`src/core/rrs_pkg.sv`:
```
// rrs_pkg: constants and types of the reclose reset-timer and shot-counter block
// assumes a 40 MHz reference clock and a 60 Hz power system, processed in quarter cycles
package rrs_pkg;

  // ---------------------------------------------------------------
  // timing
  // ---------------------------------------------------------------
  localparam int unsigned CLK_HZ              = 40_000_000;
  localparam int unsigned LINE_HZ             = 60;
  localparam int unsigned STEPS_PER_CYCLE     = 4;
  localparam int unsigned STEP_CLKS           = CLK_HZ / (LINE_HZ * STEPS_PER_CYCLE);
  localparam int unsigned PICKUP_MIN_CENTICYC = 125;
  localparam int unsigned PICKUP_MIN_STEPS    =
    (PICKUP_MIN_CENTICYC * STEPS_PER_CYCLE + 99) / 100;
  localparam int unsigned PICKUP_CNT_W        = 3;
  localparam int unsigned STEP_CNT_W          = 18;
  localparam int unsigned DUR_W               = 16;

  // ---------------------------------------------------------------
  // shot counter
  // ---------------------------------------------------------------
  localparam logic [2:0] SHOT_MAX      = 3'h4;
  localparam logic [2:0] LAST_SHOT_RST = 3'h2;

  // ---------------------------------------------------------------
  // register offsets and reset values
  // ---------------------------------------------------------------
  localparam logic [7:0]  ADDR_CTRL     = 8'h00;
  localparam logic [7:0]  ADDR_CYC_DUR  = 8'h04;
  localparam logic [7:0]  ADDR_LO_DUR   = 8'h08;
  localparam logic [7:0]  ADDR_STATUS   = 8'h0c;
  localparam logic [7:0]  ADDR_INT_STAT = 8'h10;
  localparam logic [7:0]  ADDR_INT_MASK = 8'h14;
  localparam logic [7:0]  ADDR_TIMER    = 8'h18;
  localparam logic [15:0] CYC_DUR_RST   = 16'h0960;
  localparam logic [15:0] LO_DUR_RST    = 16'h0960;
  localparam logic [2:0]  INT_MASK_RST  = 3'h0;

  // ---------------------------------------------------------------
  // field positions
  // ---------------------------------------------------------------
  localparam int unsigned CTRL_LAST_LSB  = 0;
  localparam int unsigned STAT_RESET_BIT = 0;
  localparam int unsigned STAT_CYC_BIT   = 1;
  localparam int unsigned STAT_LO_BIT    = 2;
  localparam int unsigned STAT_TMN_BIT   = 3;
  localparam int unsigned STAT_SHOT_LSB  = 4;
  localparam int unsigned STAT_SHOT0_BIT = 7;
  localparam int unsigned STAT_SHOT1_BIT = 8;
  localparam int unsigned INT_SEQ_BIT    = 0;
  localparam int unsigned INT_LO_BIT     = 1;
  localparam int unsigned INT_EXP_BIT    = 2;
  localparam int unsigned INT_W          = 3;

  // ---------------------------------------------------------------
  // synchronised pin indices
  // ---------------------------------------------------------------
  localparam int unsigned PIN_TRIP  = 0;
  localparam int unsigned PIN_BRKR  = 1;
  localparam int unsigned PIN_BLOCK = 2;
  localparam int unsigned PIN_SEQ   = 3;
  localparam int unsigned PIN_RI    = 4;
  localparam int unsigned PIN_W     = 5;

  // ---------------------------------------------------------------
  // reclosing states
  // ---------------------------------------------------------------
  typedef enum logic [1:0] {
    ST_RESET,
    ST_CYCLE,
    ST_LOCKOUT
  } rrs_state_type;

endpackage : rrs_pkg

```
`src/core/rrs_pick_if.sv`:
```
// rrs_pick_if: processing step, pickup level and qualified pickup event
// assumes both ends run on the same reference clock
`timescale 1ns/100ps
`default_nettype none

interface rrs_pick_if;
  logic step;
  logic level;
  logic fire;

  modport main (output step, output level, input fire);
  modport qual (input step, input level, output fire);
endinterface : rrs_pick_if

`default_nettype wire

```
`src/core/rrs_coord.sv`:
```
// rrs_coord: reset timer, reclosing states and sequence-coordination shot counter
// assumes pins are asynchronous to REF_CLK and software reaches registers over APB
`timescale 1ns/100ps
`default_nettype none

module rrs_coord
#(
  parameter int unsigned STEP_CLKS = rrs_pkg::STEP_CLKS
)
(
  // clock and reset
  input  wire logic        REF_CLK,
  input  wire logic        RST_B,
  // apb slave
  input  wire logic        PSEL,
  input  wire logic        PENABLE,
  input  wire logic        PWRITE,
  input  wire logic [7:0]  PADDR,
  input  wire logic [31:0] PWDATA,
  output logic [31:0]      PRDATA,
  output logic             PREADY,
  output logic             PSLVERR,
  // protection inputs
  input  wire logic        TRIP_IN,
  input  wire logic        BREAKER_CLOSED_INPUT,
  input  wire logic        BLOCK_RESET_TIMING_INPUT,
  input  wire logic        SEQ_COORD_INPUT,
  input  wire logic        RECLOSE_INIT_IN,
  // indications
  output logic             RESET_STATE_FLAG,
  output logic             CYCLE_STATE_FLAG,
  output logic             LOCKOUT_STATE_FLAG,
  output logic             RESET_TIMING_ACTIVE_FLAG,
  output logic             SHOT_ZERO_FLAG,
  output logic             SHOT_ONE_FLAG,
  output logic [2:0]       SHOT_COUNT,
  // interrupt
  output logic             IRQ
);

  // ---------------------------------------------------------------
  // state
  // ---------------------------------------------------------------
  typedef struct packed {
    logic [rrs_pkg::PIN_W-1:0]      sync1;
    logic [rrs_pkg::PIN_W-1:0]      sync2;
    logic                           ri_prev;
    logic [rrs_pkg::STEP_CNT_W-1:0] step_cnt;
    logic                           step;
    rrs_pkg::rrs_state_type         state;
    logic [2:0]                     shot;
    logic [2:0]                     last_shot;
    logic [rrs_pkg::DUR_W-1:0]      cyc_dur;
    logic [rrs_pkg::DUR_W-1:0]      lo_dur;
    logic [rrs_pkg::DUR_W-1:0]      timer;
    logic [rrs_pkg::INT_W-1:0]      int_stat;
    logic [rrs_pkg::INT_W-1:0]      int_mask;
    logic                           irq;
    logic                           pready;
    logic                           pslverr;
    logic [31:0]                    prdata;
    logic                           rs_flag;
    logic                           cy_flag;
    logic                           lo_flag;
    logic                           tmn_flag;
    logic                           shot0_flag;
    logic                           shot1_flag;
  } rrs_core_type;

  localparam logic [rrs_pkg::STEP_CNT_W-1:0] STEP_LAST =
    rrs_pkg::STEP_CNT_W'(STEP_CLKS - 1);

  rrs_core_type r_reg;
  rrs_core_type r_next;

  rrs_pick_if pk ();

  // ---------------------------------------------------------------
  // helpers
  // ---------------------------------------------------------------
  function automatic logic [rrs_pkg::DUR_W-1:0] reset_load
  (
    input rrs_pkg::rrs_state_type    st,
    input logic [rrs_pkg::DUR_W-1:0] cyc,
    input logic [rrs_pkg::DUR_W-1:0] lo
  );
    logic [rrs_pkg::DUR_W-1:0] d;
    d = (st == rrs_pkg::ST_LOCKOUT) ? lo : cyc;
    if (d == '0)
      d = 16'h0001;
    return d;
  endfunction : reset_load

  function automatic logic [2:0] shot_inc
  (
    input logic [2:0] s
  );
    return (s >= rrs_pkg::SHOT_MAX) ? rrs_pkg::SHOT_MAX : s + 3'h1;
  endfunction : shot_inc

  function automatic logic addr_mapped
  (
    input logic [7:0] a
  );
    return (a == rrs_pkg::ADDR_CTRL)     || (a == rrs_pkg::ADDR_CYC_DUR)  ||
           (a == rrs_pkg::ADDR_LO_DUR)   || (a == rrs_pkg::ADDR_STATUS)   ||
           (a == rrs_pkg::ADDR_INT_STAT) || (a == rrs_pkg::ADDR_INT_MASK) ||
           (a == rrs_pkg::ADDR_TIMER);
  endfunction : addr_mapped

  // ---------------------------------------------------------------
  // pickup qualifier
  // ---------------------------------------------------------------
  assign pk.step  = r_reg.step;
  assign pk.level = r_reg.sync2[rrs_pkg::PIN_SEQ];

  rrs_pickup_qual u_qual
  (
    .clk   (REF_CLK),
    .rst_b (RST_B),
    .pk    (pk)
  );

  // ---------------------------------------------------------------
  // next state
  // ---------------------------------------------------------------
  always_comb
  begin
    logic                      trip;
    logic                      brkr;
    logic                      block;
    logic                      ri_rise;
    logic                      seq_inc;
    logic                      need;
    logic                      run;
    logic                      expire;
    logic                      enter_lo;
    logic                      acc;
    logic                      wr;
    logic [rrs_pkg::INT_W-1:0] ev;
    logic [rrs_pkg::INT_W-1:0] clr;
    logic [31:0]               rd;

    trip     = 1'h0;
    brkr     = 1'h0;
    block    = 1'h0;
    ri_rise  = 1'h0;
    seq_inc  = 1'h0;
    need     = 1'h0;
    run      = 1'h0;
    expire   = 1'h0;
    enter_lo = 1'h0;
    acc      = 1'h0;
    wr       = 1'h0;
    ev       = '0;
    clr      = '0;
    rd       = '0;
    r_next   = r_reg;

    // pin synchronisers
    r_next.sync1 = {RECLOSE_INIT_IN, SEQ_COORD_INPUT, BLOCK_RESET_TIMING_INPUT,
                    BREAKER_CLOSED_INPUT, TRIP_IN};
    r_next.sync2 = r_reg.sync1;
    trip         = r_reg.sync2[rrs_pkg::PIN_TRIP];
    brkr         = r_reg.sync2[rrs_pkg::PIN_BRKR];
    block        = r_reg.sync2[rrs_pkg::PIN_BLOCK];
    r_next.ri_prev = r_reg.sync2[rrs_pkg::PIN_RI];
    ri_rise      = r_reg.sync2[rrs_pkg::PIN_RI] && !r_reg.ri_prev;

    // processing step
    if (r_reg.step_cnt == STEP_LAST)
    begin
      r_next.step_cnt = '0;
      r_next.step     = 1'h1;
    end
    else
    begin
      r_next.step_cnt = r_reg.step_cnt + 1'h1;
      r_next.step     = 1'h0;
    end

    // sequence coordination
    seq_inc = pk.fire && !trip && brkr;

    // reset timer
    need = (r_reg.state != rrs_pkg::ST_RESET) || (r_reg.shot != 3'h0);
    run  = need && brkr && !trip && !block;
    if (seq_inc)
      r_next.timer = reset_load(rrs_pkg::ST_CYCLE, r_reg.cyc_dur, r_reg.lo_dur);
    else if (!run)
      r_next.timer = reset_load(r_reg.state, r_reg.cyc_dur, r_reg.lo_dur);
    else if (r_reg.step)
    begin
      if (r_reg.timer <= 16'h0001)
        expire = 1'h1;
      else
        r_next.timer = r_reg.timer - 1'h1;
    end

    // reclosing state and shot counter
    if (trip && (r_reg.shot >= r_reg.last_shot) && (r_reg.state != rrs_pkg::ST_LOCKOUT))
    begin
      r_next.state = rrs_pkg::ST_LOCKOUT;
      enter_lo     = 1'h1;
    end
    else if (expire)
    begin
      r_next.shot  = 3'h0;
      r_next.state = rrs_pkg::ST_RESET;
    end
    else if (seq_inc)
      r_next.shot = shot_inc(r_reg.shot);
    else if (ri_rise && (r_reg.state != rrs_pkg::ST_LOCKOUT) &&
             (r_reg.shot < r_reg.last_shot))
    begin
      r_next.shot  = shot_inc(r_reg.shot);
      r_next.state = rrs_pkg::ST_CYCLE;
    end

    if (r_next.state != r_reg.state)
      r_next.timer = reset_load(r_next.state, r_reg.cyc_dur, r_reg.lo_dur);

    // indications
    r_next.rs_flag  = (r_next.state == rrs_pkg::ST_RESET);
    r_next.cy_flag  = (r_next.state == rrs_pkg::ST_CYCLE);
    r_next.lo_flag  = (r_next.state == rrs_pkg::ST_LOCKOUT);
    r_next.tmn_flag = run && !expire && !seq_inc;
    r_next.shot0_flag = (r_next.shot == 3'h0);
    r_next.shot1_flag = (r_next.shot == 3'h1);

    // apb access
    acc = PSEL && PENABLE;
    wr  = acc && r_reg.pready && PWRITE && addr_mapped(PADDR);
    case (PADDR)
      rrs_pkg::ADDR_CTRL:
        rd[rrs_pkg::CTRL_LAST_LSB +: 3] = r_reg.last_shot;
      rrs_pkg::ADDR_CYC_DUR:
        rd[rrs_pkg::DUR_W-1:0] = r_reg.cyc_dur;
      rrs_pkg::ADDR_LO_DUR:
        rd[rrs_pkg::DUR_W-1:0] = r_reg.lo_dur;
      rrs_pkg::ADDR_STATUS:
      begin
        rd[rrs_pkg::STAT_RESET_BIT]     = r_reg.rs_flag;
        rd[rrs_pkg::STAT_CYC_BIT]       = r_reg.cy_flag;
        rd[rrs_pkg::STAT_LO_BIT]        = r_reg.lo_flag;
        rd[rrs_pkg::STAT_TMN_BIT]       = r_reg.tmn_flag;
        rd[rrs_pkg::STAT_SHOT_LSB +: 3] = r_reg.shot;
        rd[rrs_pkg::STAT_SHOT0_BIT]     = r_reg.shot0_flag;
        rd[rrs_pkg::STAT_SHOT1_BIT]     = r_reg.shot1_flag;
      end
      rrs_pkg::ADDR_INT_STAT:
        rd[rrs_pkg::INT_W-1:0] = r_reg.int_stat;
      rrs_pkg::ADDR_INT_MASK:
        rd[rrs_pkg::INT_W-1:0] = r_reg.int_mask;
      rrs_pkg::ADDR_TIMER:
        rd[rrs_pkg::DUR_W-1:0] = r_reg.timer;
      default:
        rd = '0;
    endcase

    if (acc && !r_reg.pready)
    begin
      r_next.pready  = 1'h1;
      r_next.pslverr = !addr_mapped(PADDR);
      r_next.prdata  = PWRITE ? 32'h0000_0000 : rd;
    end
    else
    begin
      r_next.pready  = 1'h0;
      r_next.pslverr = 1'h0;
    end

    if (wr)
    begin
      case (PADDR)
        rrs_pkg::ADDR_CTRL:
          r_next.last_shot = PWDATA[rrs_pkg::CTRL_LAST_LSB +: 3];
        rrs_pkg::ADDR_CYC_DUR:
          r_next.cyc_dur = PWDATA[rrs_pkg::DUR_W-1:0];
        rrs_pkg::ADDR_LO_DUR:
          r_next.lo_dur = PWDATA[rrs_pkg::DUR_W-1:0];
        rrs_pkg::ADDR_INT_STAT:
          clr = PWDATA[rrs_pkg::INT_W-1:0];
        rrs_pkg::ADDR_INT_MASK:
          r_next.int_mask = PWDATA[rrs_pkg::INT_W-1:0];
        default:
          clr = '0;
      endcase
    end

    // interrupts: a new event wins over a clear in the same cycle
    ev[rrs_pkg::INT_SEQ_BIT] = seq_inc;
    ev[rrs_pkg::INT_LO_BIT]  = enter_lo;
    ev[rrs_pkg::INT_EXP_BIT] = expire;
    for (int i = 0; i < rrs_pkg::INT_W; i++)
      r_next.int_stat[i] = ev[i] || (r_reg.int_stat[i] && !clr[i]);
    r_next.irq = |(r_next.int_stat & r_next.int_mask);
  end

  // ---------------------------------------------------------------
  // registers
  // ---------------------------------------------------------------
  always_ff @(posedge REF_CLK or negedge RST_B)
  begin
    if (!RST_B)
    begin
      r_reg           <= '0;
      r_reg.state     <= rrs_pkg::ST_RESET;
      r_reg.last_shot <= rrs_pkg::LAST_SHOT_RST;
      r_reg.cyc_dur   <= rrs_pkg::CYC_DUR_RST;
      r_reg.lo_dur    <= rrs_pkg::LO_DUR_RST;
      r_reg.timer     <= rrs_pkg::CYC_DUR_RST;
      r_reg.int_mask  <= rrs_pkg::INT_MASK_RST;
      r_reg.rs_flag    <= 1'h1;
      r_reg.shot0_flag <= 1'h1;
    end
    else
      r_reg <= r_next;
  end

  // ---------------------------------------------------------------
  // outputs
  // ---------------------------------------------------------------
  assign PRDATA                   = r_reg.prdata;
  assign PREADY                   = r_reg.pready;
  assign PSLVERR                  = r_reg.pslverr;
  assign RESET_STATE_FLAG         = r_reg.rs_flag;
  assign CYCLE_STATE_FLAG         = r_reg.cy_flag;
  assign LOCKOUT_STATE_FLAG       = r_reg.lo_flag;
  assign RESET_TIMING_ACTIVE_FLAG = r_reg.tmn_flag;
  assign SHOT_ZERO_FLAG           = r_reg.shot0_flag;
  assign SHOT_ONE_FLAG            = r_reg.shot1_flag;
  assign SHOT_COUNT               = r_reg.shot;
  assign IRQ                      = r_reg.irq;

endmodule : rrs_coord

`default_nettype wire

```
`src/core/rrs_pickup_qual.sv`:
```
// rrs_pickup_qual: measures a pickup in processing steps and reports its dropout if it lasted PICKUP_MIN_STEPS steps
// assumes level is already synchronised and step is a one-clock pulse
`timescale 1ns/100ps
`default_nettype none

module rrs_pickup_qual
(
  // clock and reset
  input  wire logic clk,
  input  wire logic rst_b,
  // pickup link
  rrs_pick_if.qual  pk
);

  typedef struct packed {
    logic [rrs_pkg::PICKUP_CNT_W-1:0] cnt;
    logic                             fire;
  } rrs_qual_type;

  localparam logic [rrs_pkg::PICKUP_CNT_W-1:0] CNT_MIN =
    rrs_pkg::PICKUP_CNT_W'(rrs_pkg::PICKUP_MIN_STEPS);

  rrs_qual_type q_reg;
  rrs_qual_type q_next;

  // ---------------------------------------------------------------
  // pickup timing
  // ---------------------------------------------------------------
  always_comb
  begin
    q_next      = q_reg;
    q_next.fire = 1'h0;
    if (pk.step)
    begin
      if (pk.level)
      begin
        if (q_reg.cnt < CNT_MIN)
          q_next.cnt = q_reg.cnt + 1'h1;
      end
      else
      begin
        q_next.fire = (q_reg.cnt >= CNT_MIN);
        q_next.cnt  = '0;
      end
    end
  end

  always_ff @(posedge clk or negedge rst_b)
  begin
    if (!rst_b)
      q_reg <= '0;
    else
      q_reg <= q_next;
  end

  assign pk.fire = q_reg.fire;

endmodule : rrs_pickup_qual

`default_nettype wire

```
`config.mk`:
```
export PLATFORM = sky130hd
export DESIGN_NAME = rrs_coord
export DESIGN_NICKNAME = d
export VERILOG_FILES = /design/src/core/rrs_pkg.sv /design/src/core/rrs_pick_if.sv /design/src/core/rrs_coord.sv /design/src/core/rrs_pickup_qual.sv
export SDC_FILE = /design/constraint.sdc
export NUM_CORES = 1
export LEC_CHECK = 0
export BUFFER_PORTS_ARGS = -buffer_cell sky130_fd_sc_hd__buf_2
export CAP_MARGIN = 20
export CORE_MARGIN = 2
export CORE_UTILIZATION = 49
export CTS_CLUSTER_SIZE = 20
export DETAILED_ROUTE_END_ITERATION = 8
export GPL_ROUTABILITY_DRIVEN = 0
export PLACE_DENSITY_LB_ADDON = 0.05
export SYNTH_ARGS = -nofsm -noshare
export SYNTH_HDL_FRONTEND = slang
export SYNTH_SLANG_ARGS = --single-unit
```
`constraint.sdc`:
```
create_clock -name REF_CLK -period 3.5 [get_ports REF_CLK]
set_input_delay 0.35 -clock REF_CLK [delete_from_list [all_inputs] [get_ports REF_CLK]]
set_output_delay 0.35 -clock REF_CLK [all_outputs]
set_load 0.02 [all_outputs]
```
==> summary.md, run 1 <==
| Metric | Value |
|---|---|
| Syn Area/Cell | 10.5 um2 |
| DP HPWL | 12.6 mm |
| Total chip power | 3.80 mW |
| Vias per cell | 6.09 |
| DRT iter0 DRCs | 556 |
| CTS clk-pin slew, worst paths | 50 ps |
| Worst Setup End Kind | flip-flop |
| Crit path max-delay cell type | or4_4 |
| CTS resizes | 0 |
| FP Rows | 43 |
| Cell area after layout | 7840 um2 |
| Syn. warnings | 0 |
| Switching pwr | 0.878 mW |
| Die footprint | 14900 um2 |
| Clock power frac | 52.0% |
| Largest net degree at the start of global routing | 66 |
| Area leader, netlist | dfrtp_1 |
| Max clock buf depth | 2 |
| Fraction of final layout cells sized beyond drive strength 1 | 28.4% |
| DR pass1 iterations | 7 |
| Number of global-route vias before repair | 5147 |
| Kind of critical path | reg2reg |
| Power share of the combinational group | 8.9% |
| Vias | 5454 |
| Most common cell after layout, fill and taps aside | dfrtp_1 |
| Slew of the pin with the lowest slew margin | 910 ps |
| Antenna diodes | 0 |
| Antenna violations before repair | 0 |
| Async set or reset register ratio after synthesis | 100% |
| CP Max Fanout | 9 |
| Drt drc | 0 |
| Yosys cell types | 72 |
| H-tree level count | 4 |
| PD cells | 484 nW/um2 |
| Part of the power in registers | 39.0% |
| Post-layout net count | 764 |
| Initial core utilization | 49.7% |
| Most common cell on crit path | or4_4 |
| Slew headroom | 39.3% |
| Syn Inst Count | 652 |
| Most frequent cells in the layout | dfrtp_1 (106), buf_2 (61), mux2_2 (56) |
| Total leakage power | 3.70 nW |
| Max-Cap Viols | 0 |
| Critical Path RT | 3830 ps |
| Most used DFF post-synth | dfrtp_1 |
| Final setup TNS | 0 ps |
| Detail Route Antenna Nets | 0 |
| Skew-Pair Late Insertion Delay | 420 ps |
| Flops & latches, synth | 121 |
| Core footprint | 13700 um2 |
| Largest register FFs | 81 |
| Overflow after GRT | 0 |
| Final core occ | 57.2% |
| Drt total wl | 17.6 mm |
| Avg WL per Cell | 19.7 um |
| Synth top area share | 38.9% |
| Clk sink count | 121 |
| Clock root buffer master | clkbuf_16 |
| CP bufs+invs | 1 |
| Register area share after synthesis | 44.6% |
| CTS buffer count | 17 |
| Number of flops mapped to enable cells by yosys | 0 |
| Placement Cell Area | 7170 um2 |
| Minimum clock period | 3060 ps |
| Crit path DAT | 3390 ps |
| Max Transition Viols Final | 0 |
| Achievable Freq | 327 MHz |
| PortBufs | 61 |
| Hold crit path type | in2async |
| Synth top area cells | dfrtp_1 (39%), mux2_2 (9.2%), dfstp_2 (5.8%) |
| Sw Share | 23.1% |
| RSZ-0062 raised after global routing | no |
| Final hold violations | 0 |
| Clk_skew | 11.9 ps |
| Global-route wire length before repair | 27.8 mm |
| Placed Cells | 863 |
| Final setup vio count | 0 |
| Final Cycle Share | 87.4% |
| Delay-heaviest family, CP | simple AND/OR/NAND/NOR gates |
| Status | finished clean |
| Internal | 2.92 mW |
| Post-CTS Hold Buffers | 0 |
| Postcts setup bufs | 0 |
| Max incr delay on CP | 570 ps |
| VDD IR max | 0.323 mV |
| Worst setup SP type | flip-flop |
| Mapped cell area | 6820 um2 |
| GRT Overall Usage | 24.7% |
| Post-route insts no fill | 896 |
| Fillers | 1197 |
| Critical-path cell list | or4_4, or4_4, or3_4, nand3b_1, and2_4, buf_4, mux2i_1 |
| CTS tree | done |
| Overall die height | 122 um |
| Chip width | 122 um |
| Layout area overhead | 14.9% |
| Ports | 94 |
-- kinds of logic (layout without fill, tap and decap cells) --
family                     count (synthesis)  after routing  share of synthesized area [%]
AOI/OAI and AO/OA                        129            129                           13.3
xor gates and xnor gates                  18             18                           2.31
adders and majority gates                 11             11                           2.02
buffers and inverters                     80            129                           6.88
DFF                                      121            121                           44.6
muxes                                     94             94                           15.0
other                                      1             16                         0.0550
and+or+nand+nor                          198            198                           15.8
-- layout make-up --
cell class	count	area (um2)	share of cell area, %
timing repair buffer	84	490	6.25
tap	180	225	2.87
multi-input combinational	466	3360	42.9
inverter	13	48.8	0.622
clock buffer	20	447	5.70
sequential	121	3050	38.8
clock inverter	12	220	2.81
-- synthesized netlist by cell type (all sizes together), types with 6 or more instances --
| cell | number |
|---|---|
| xor2 | 12 |
| buf | 42 |
| nor2 | 39 |
| inv | 13 |
| nand4 | 6 |
| a211oi | 7 |
| nand3 | 15 |
| a22oi | 7 |
| or4 | 11 |
| or3 | 6 |
| clkbuf | 25 |
| nand2 | 54 |
| ha | 11 |
| a21oi | 19 |
| dfstp | 15 |
| nor4 | 16 |
| xnor2 | 6 |
| a31oi | 12 |
| nor3 | 11 |
| a222oi | 9 |
| mux2 | 56 |
| mux2i | 38 |
| o31ai | 6 |
| o21ai | 26 |
| dfrtp | 106 |
-- final timing paths --
check	startpoint	cells past startpoint	endpoint	slack (ps)
setup / recovery	r_reg[57]$_DFFE_PN0P_	7	r_reg[54]$_DFFE_PN0P_	440
hold / removal	RST_B	1	r_reg[94]$_DFFE_PN0P_	40
setup reg to reg	r_reg[57]$_DFFE_PN0P_	7	r_reg[54]$_DFFE_PN0P_	440
hold reg to reg	r_next[123]$_DFF_PN0_	0	r_reg[123]$_DFF_PN0_	350
max in group asynchronous	RST_B	2	r_reg[68]$_DFFE_PN1P_	2640
min in group REF_CLK	SEQ_COORD_INPUT	1	r_next[126]$_DFF_PN0_	40
-- power by group through the flow --
stage                     combinational [mW]  sequential, mW  clock, mW
after floorplan                        0.245            1.49          0
after global placement                 0.330            1.50          0
after detailed placement               0.335            1.50          0
after CTS                              0.337            1.48       2.00
after global routing                   0.373            1.49       2.08
final                                  0.339            1.48       1.98
-- metal layers --
| layer | global-route usage (%) | up-vias | wire [um] |
|---|---|---|---|
| met5 | 0 | - | 0 |
| met4 | 11.4 | 0 | 472 |
| met3 | 5.38 | 33 | 1170 |
| met2 | 37.5 | 244 | 8040 |
| met1 | 33.8 | 2697 | 7950 |
| li1 | - | 2480 | - |
-- through the flow --
stage / setup slack (ps) / hold slack (ps)
3_3_place_gp: 531 / 338
4_1_cts: 454 / 30.2
6_report: 440 / 36.0
5_1_grt: 364 / 24.1
2_1_floorplan: 633 / 54.4
3_5_place_dp: 434 / 342
(Power assumes the default switching activity.)
==> run 2, diff against run 1 <==
--- a/config.mk
+++ b/config.mk
@@ -5,6 +5,7 @@
 export SDC_FILE = /design/constraint.sdc
 export NUM_CORES = 1
 export LEC_CHECK = 0
+export ABC_AREA = 1
 export BUFFER_PORTS_ARGS = -buffer_cell sky130_fd_sc_hd__buf_2
 export CAP_MARGIN = 20
 export CORE_MARGIN = 2
==> summary.md, run 2 <==
| Metric | Value |
|---|---|
| Antenna violations before repair | 1 |
| Drt drc | 0 |
| Overall die height | 123 um |
| H-tree level count | 4 |
| Hold crit path type | in2async |
| Max clock buf depth | 2 |
| Area leader, netlist | dfrtp_1 |
| Syn. warnings | 0 |
| CTS resizes | 0 |
| Most frequent cells in the layout | nand2_1 (197), o21ai_0 (112), dfrtp_1 (106), inv_1 (106), nor2_1 (77) |
| Sw Share | 25.9% |
| Clk sink count | 121 |
| Crit path max-delay cell type | dfstp_2 |
| Post-layout net count | 1009 |
| Adder-Cell Fraction of Synth Area | 1.99% |
| Final hold violations | 14 |
| Critical Path RT | 3810 ps |
| CP Max Fanout | 19 |
| Setup ws final | 636 ps |
| Post-Synth XOR/XNOR Area | 1.77% |
| Number of global-route vias before repair | 5941 |
| Register area | 3050 um2 |
| Worst setup SP type | flip-flop |
| CTS buffer count | 17 |
| Layout area overhead | 12.8% |
| Complex-gate fraction of the synthesized area | 16.6% |
| Fraction of final layout cells sized beyond drive strength 1 | 15.2% |
| PD cells | 476 nW/um2 |
| Post-CTS Hold Buffers | 0 |
| Synth Area in Simple Gates | 22.7% |
| Clock power frac | 48.2% |
| Core footprint | 13800 um2 |
| Critical-path cell list | inv_1, ha_1, nand2_1, nor2_1, nor2_1, nand2_1, nand2_1, nand3_2, xor2_1, nand2_2, nor2_2, inv_2, nand3_1, o21ai_1, inv_1 |
| Max incr delay on CP | 550 ps |
| Final setup TNS | 0 ps |
| Initial core utilization | 50.0% |
| Clock root buffer master | clkbuf_16 |
| Slew headroom | 33.9% |
| Chip width | 123 um |
| Ports | 94 |
| Flops & latches, synth | 121 |
| Largest register FFs | 81 |
| Achievable Freq | 349 MHz |
| Largest net degree at the start of global routing | 57 |
| Largest family of logic cells by synthesized area | simple AND/OR/NAND/NOR gates |
| Synth top area share | 38.4% |
| Overflow after GRT | 0 |
| Top cells by count, synth | nand2_1 (197), o21ai_0 (112), dfrtp_1 (106), inv_1 (106), nor2_1 (77) |
| Fillers | 1339 |
| Worst Setup End Kind | flip-flop |
| Switching pwr | 0.963 mW |
| Kind of critical path | reg2reg |
| Yosys cell types | 38 |
| VDD IR max | 0.411 mV |
| Mapped cell area | 6910 um2 |
| Internal | 2.75 mW |
| Post-route insts no fill | 1141 |
| Dpl ws | 680 ps |
| Global-route wire length before repair | 30.7 mm |
| Avg WL per Cell | 17.0 um |
| Total chip power | 3.72 mW |
| Vias per cell | 5.54 |
| Area of the multi-input gates | 3080 um2 |
| Part of the power in registers | 40.7% |
| Final setup vio count | 0 |
| Most common cell on crit path | nand2_1 |
| Max-Cap Viols | 0 |
| R2R Path Start | r_reg[96]$_DFFE_PN1P_ |
| Detail Route Antenna Nets | 0 |
| DRT iter0 DRCs | 580 |
| Synth top area cells | dfrtp_1 (38%), nand2_1 (11%), o21ai_0 (8.1%) |
| Leading cell type by number of instances after synthesis | nand2_1 |
| GRT Overall Usage | 27.4% |
| Post-synthesis mux area share | 0.652% |
| Antenna diodes | 0 |
| Vias | 6318 |
| Placed Cells | 1109 |
| Die footprint | 15100 um2 |
| Max Transition Viols Final | 0 |
| Failing checks | negative hold slack |
| DP HPWL | 14.0 mm |
| CTS tree | done |
| CTS clk-pin slew, worst paths | 50 ps |
| Register area share after synthesis | 44.1% |
| Syn Area/Cell | 7.65 um2 |
| RSZ-0062 raised after global routing | no |
| Slew of the pin with the lowest slew margin | 983 ps |
| Hold slack | -36.8 ps |
| Final Cycle Share | 81.8% |
| PortBufs | 61 |
| Total leakage power | 3.87 nW |
| Syn Inst Count | 904 |
| Most common cell after layout, fill and taps aside | nand2_1 |
| Minimum clock period | 2860 ps |
| Crit path DAT | 3180 ps |
| Skew-Pair Late Insertion Delay | 430 ps |
| Clk_skew | 10.8 ps |
| Flop2flop setup slack | 640 ps |
| Status | finished with violations |
| Postcts setup bufs | 0 |
| DR pass1 iterations | 8 |
| Drt total wl | 19.4 mm |
| Most used DFF post-synth | dfrtp_1 |
| CP Launch Point | r_reg[96]$_DFFE_PN1P_ |
| FP Rows | 43 |
| Async set or reset register ratio after synthesis | 100% |
| Power share of the combinational group | 11.1% |
| Number of flops mapped to enable cells by yosys | 0 |
[run 2: cell types whose count changed after synthesis, moves of 10 or more]
cell      before  now
o211ai_1       1   11
nand2_1       54  197
nor2_1        38   77
inv_2          0   13
inv_1         13  106
a221oi_1       0   11
o21ai_0       26  112
nand3_1       15   52
nor4_1        15    5
mux2i_1       37    0
mux2_2        56    4
o22ai_1        5   17
[run 2: final cells by class]
type	count	share of cell area, %
tap	180	2.89
clock buffer	23	6.13
clock inverter	9	1.54
inverter	119	5.73
timing repair buffer	73	5.10
sequential	121	39.1
multi-input combinational	616	39.5
[run 2: power by group through the flow]
stage                     sequential [mW]  combinational [mW]  clock, mW
final                                1.51               0.413       1.79
after global routing                 1.52               0.467       1.88
after CTS                            1.51               0.407       1.82
after detailed placement             1.53               0.406          0
after global placement               1.53               0.398          0
after floorplan                      1.52               0.290          0
[run 2: kinds of logic after synthesis]
family	Yosys count
XOR/XNOR	14
buffers and inverters	182
other	1
flip-flops	121
multiplexers	4
adder cells (fa/ha/maj)	11
AO/OA/AOI/OAI	204
AND/OR/NAND/NOR	367
[run 2: worst paths after layout]
path,endpoint,cells past startpoint
min reg2reg,r_reg[123]$_DFF_PN0_,0
max,r_reg[50]$_DFFE_PN0P_,15
min,PRDATA[2]$_DFFE_PN0P_,1
max in group asynchronous,r_reg[87]$_DFFE_PN1P_,2
max reg2reg,r_reg[50]$_DFFE_PN0P_,15
min in group REF_CLK,r_next[124]$_DFF_PN0_,1
[run 2: worst max-delay path: cells and delay by family, from the launching register on]
| kind | cells | cell delay [ps] |
|---|---|---|
| AND/OR/NAND/NOR | 9 | 1180 |
| flip-flops | 1 | 550 |
| buffers and inverters | 3 | 410 |
| adder cells (fa/ha/maj) | 1 | 280 |
| XOR/XNOR | 1 | 220 |
| AO/OA/AOI/OAI | 1 | 90 |
[run 2: metrics by stage]
step,hold WS (ps),cell area [um2],utilization (%)
6_report,-36.8,7800,56.4
5_1_grt,13.3,7800,56.4
4_1_cts,4.65,7800,56.4
3_5_place_dp,335,7200,52.1
3_3_place_gp,332,7200,52.1
2_1_floorplan,54.4,6970,-
[run 2: per-layer routing]
layer | routed length (um) | track usage, % | part of all wire, %
met1 | 8530 | 36.5 | 44
met2 | 8800 | 42.3 | 45
met3 | 1680 | 8.22 | 8.6
met4 | 418 | 9.48 | 2.2
met5 | 0 | 0 | 0
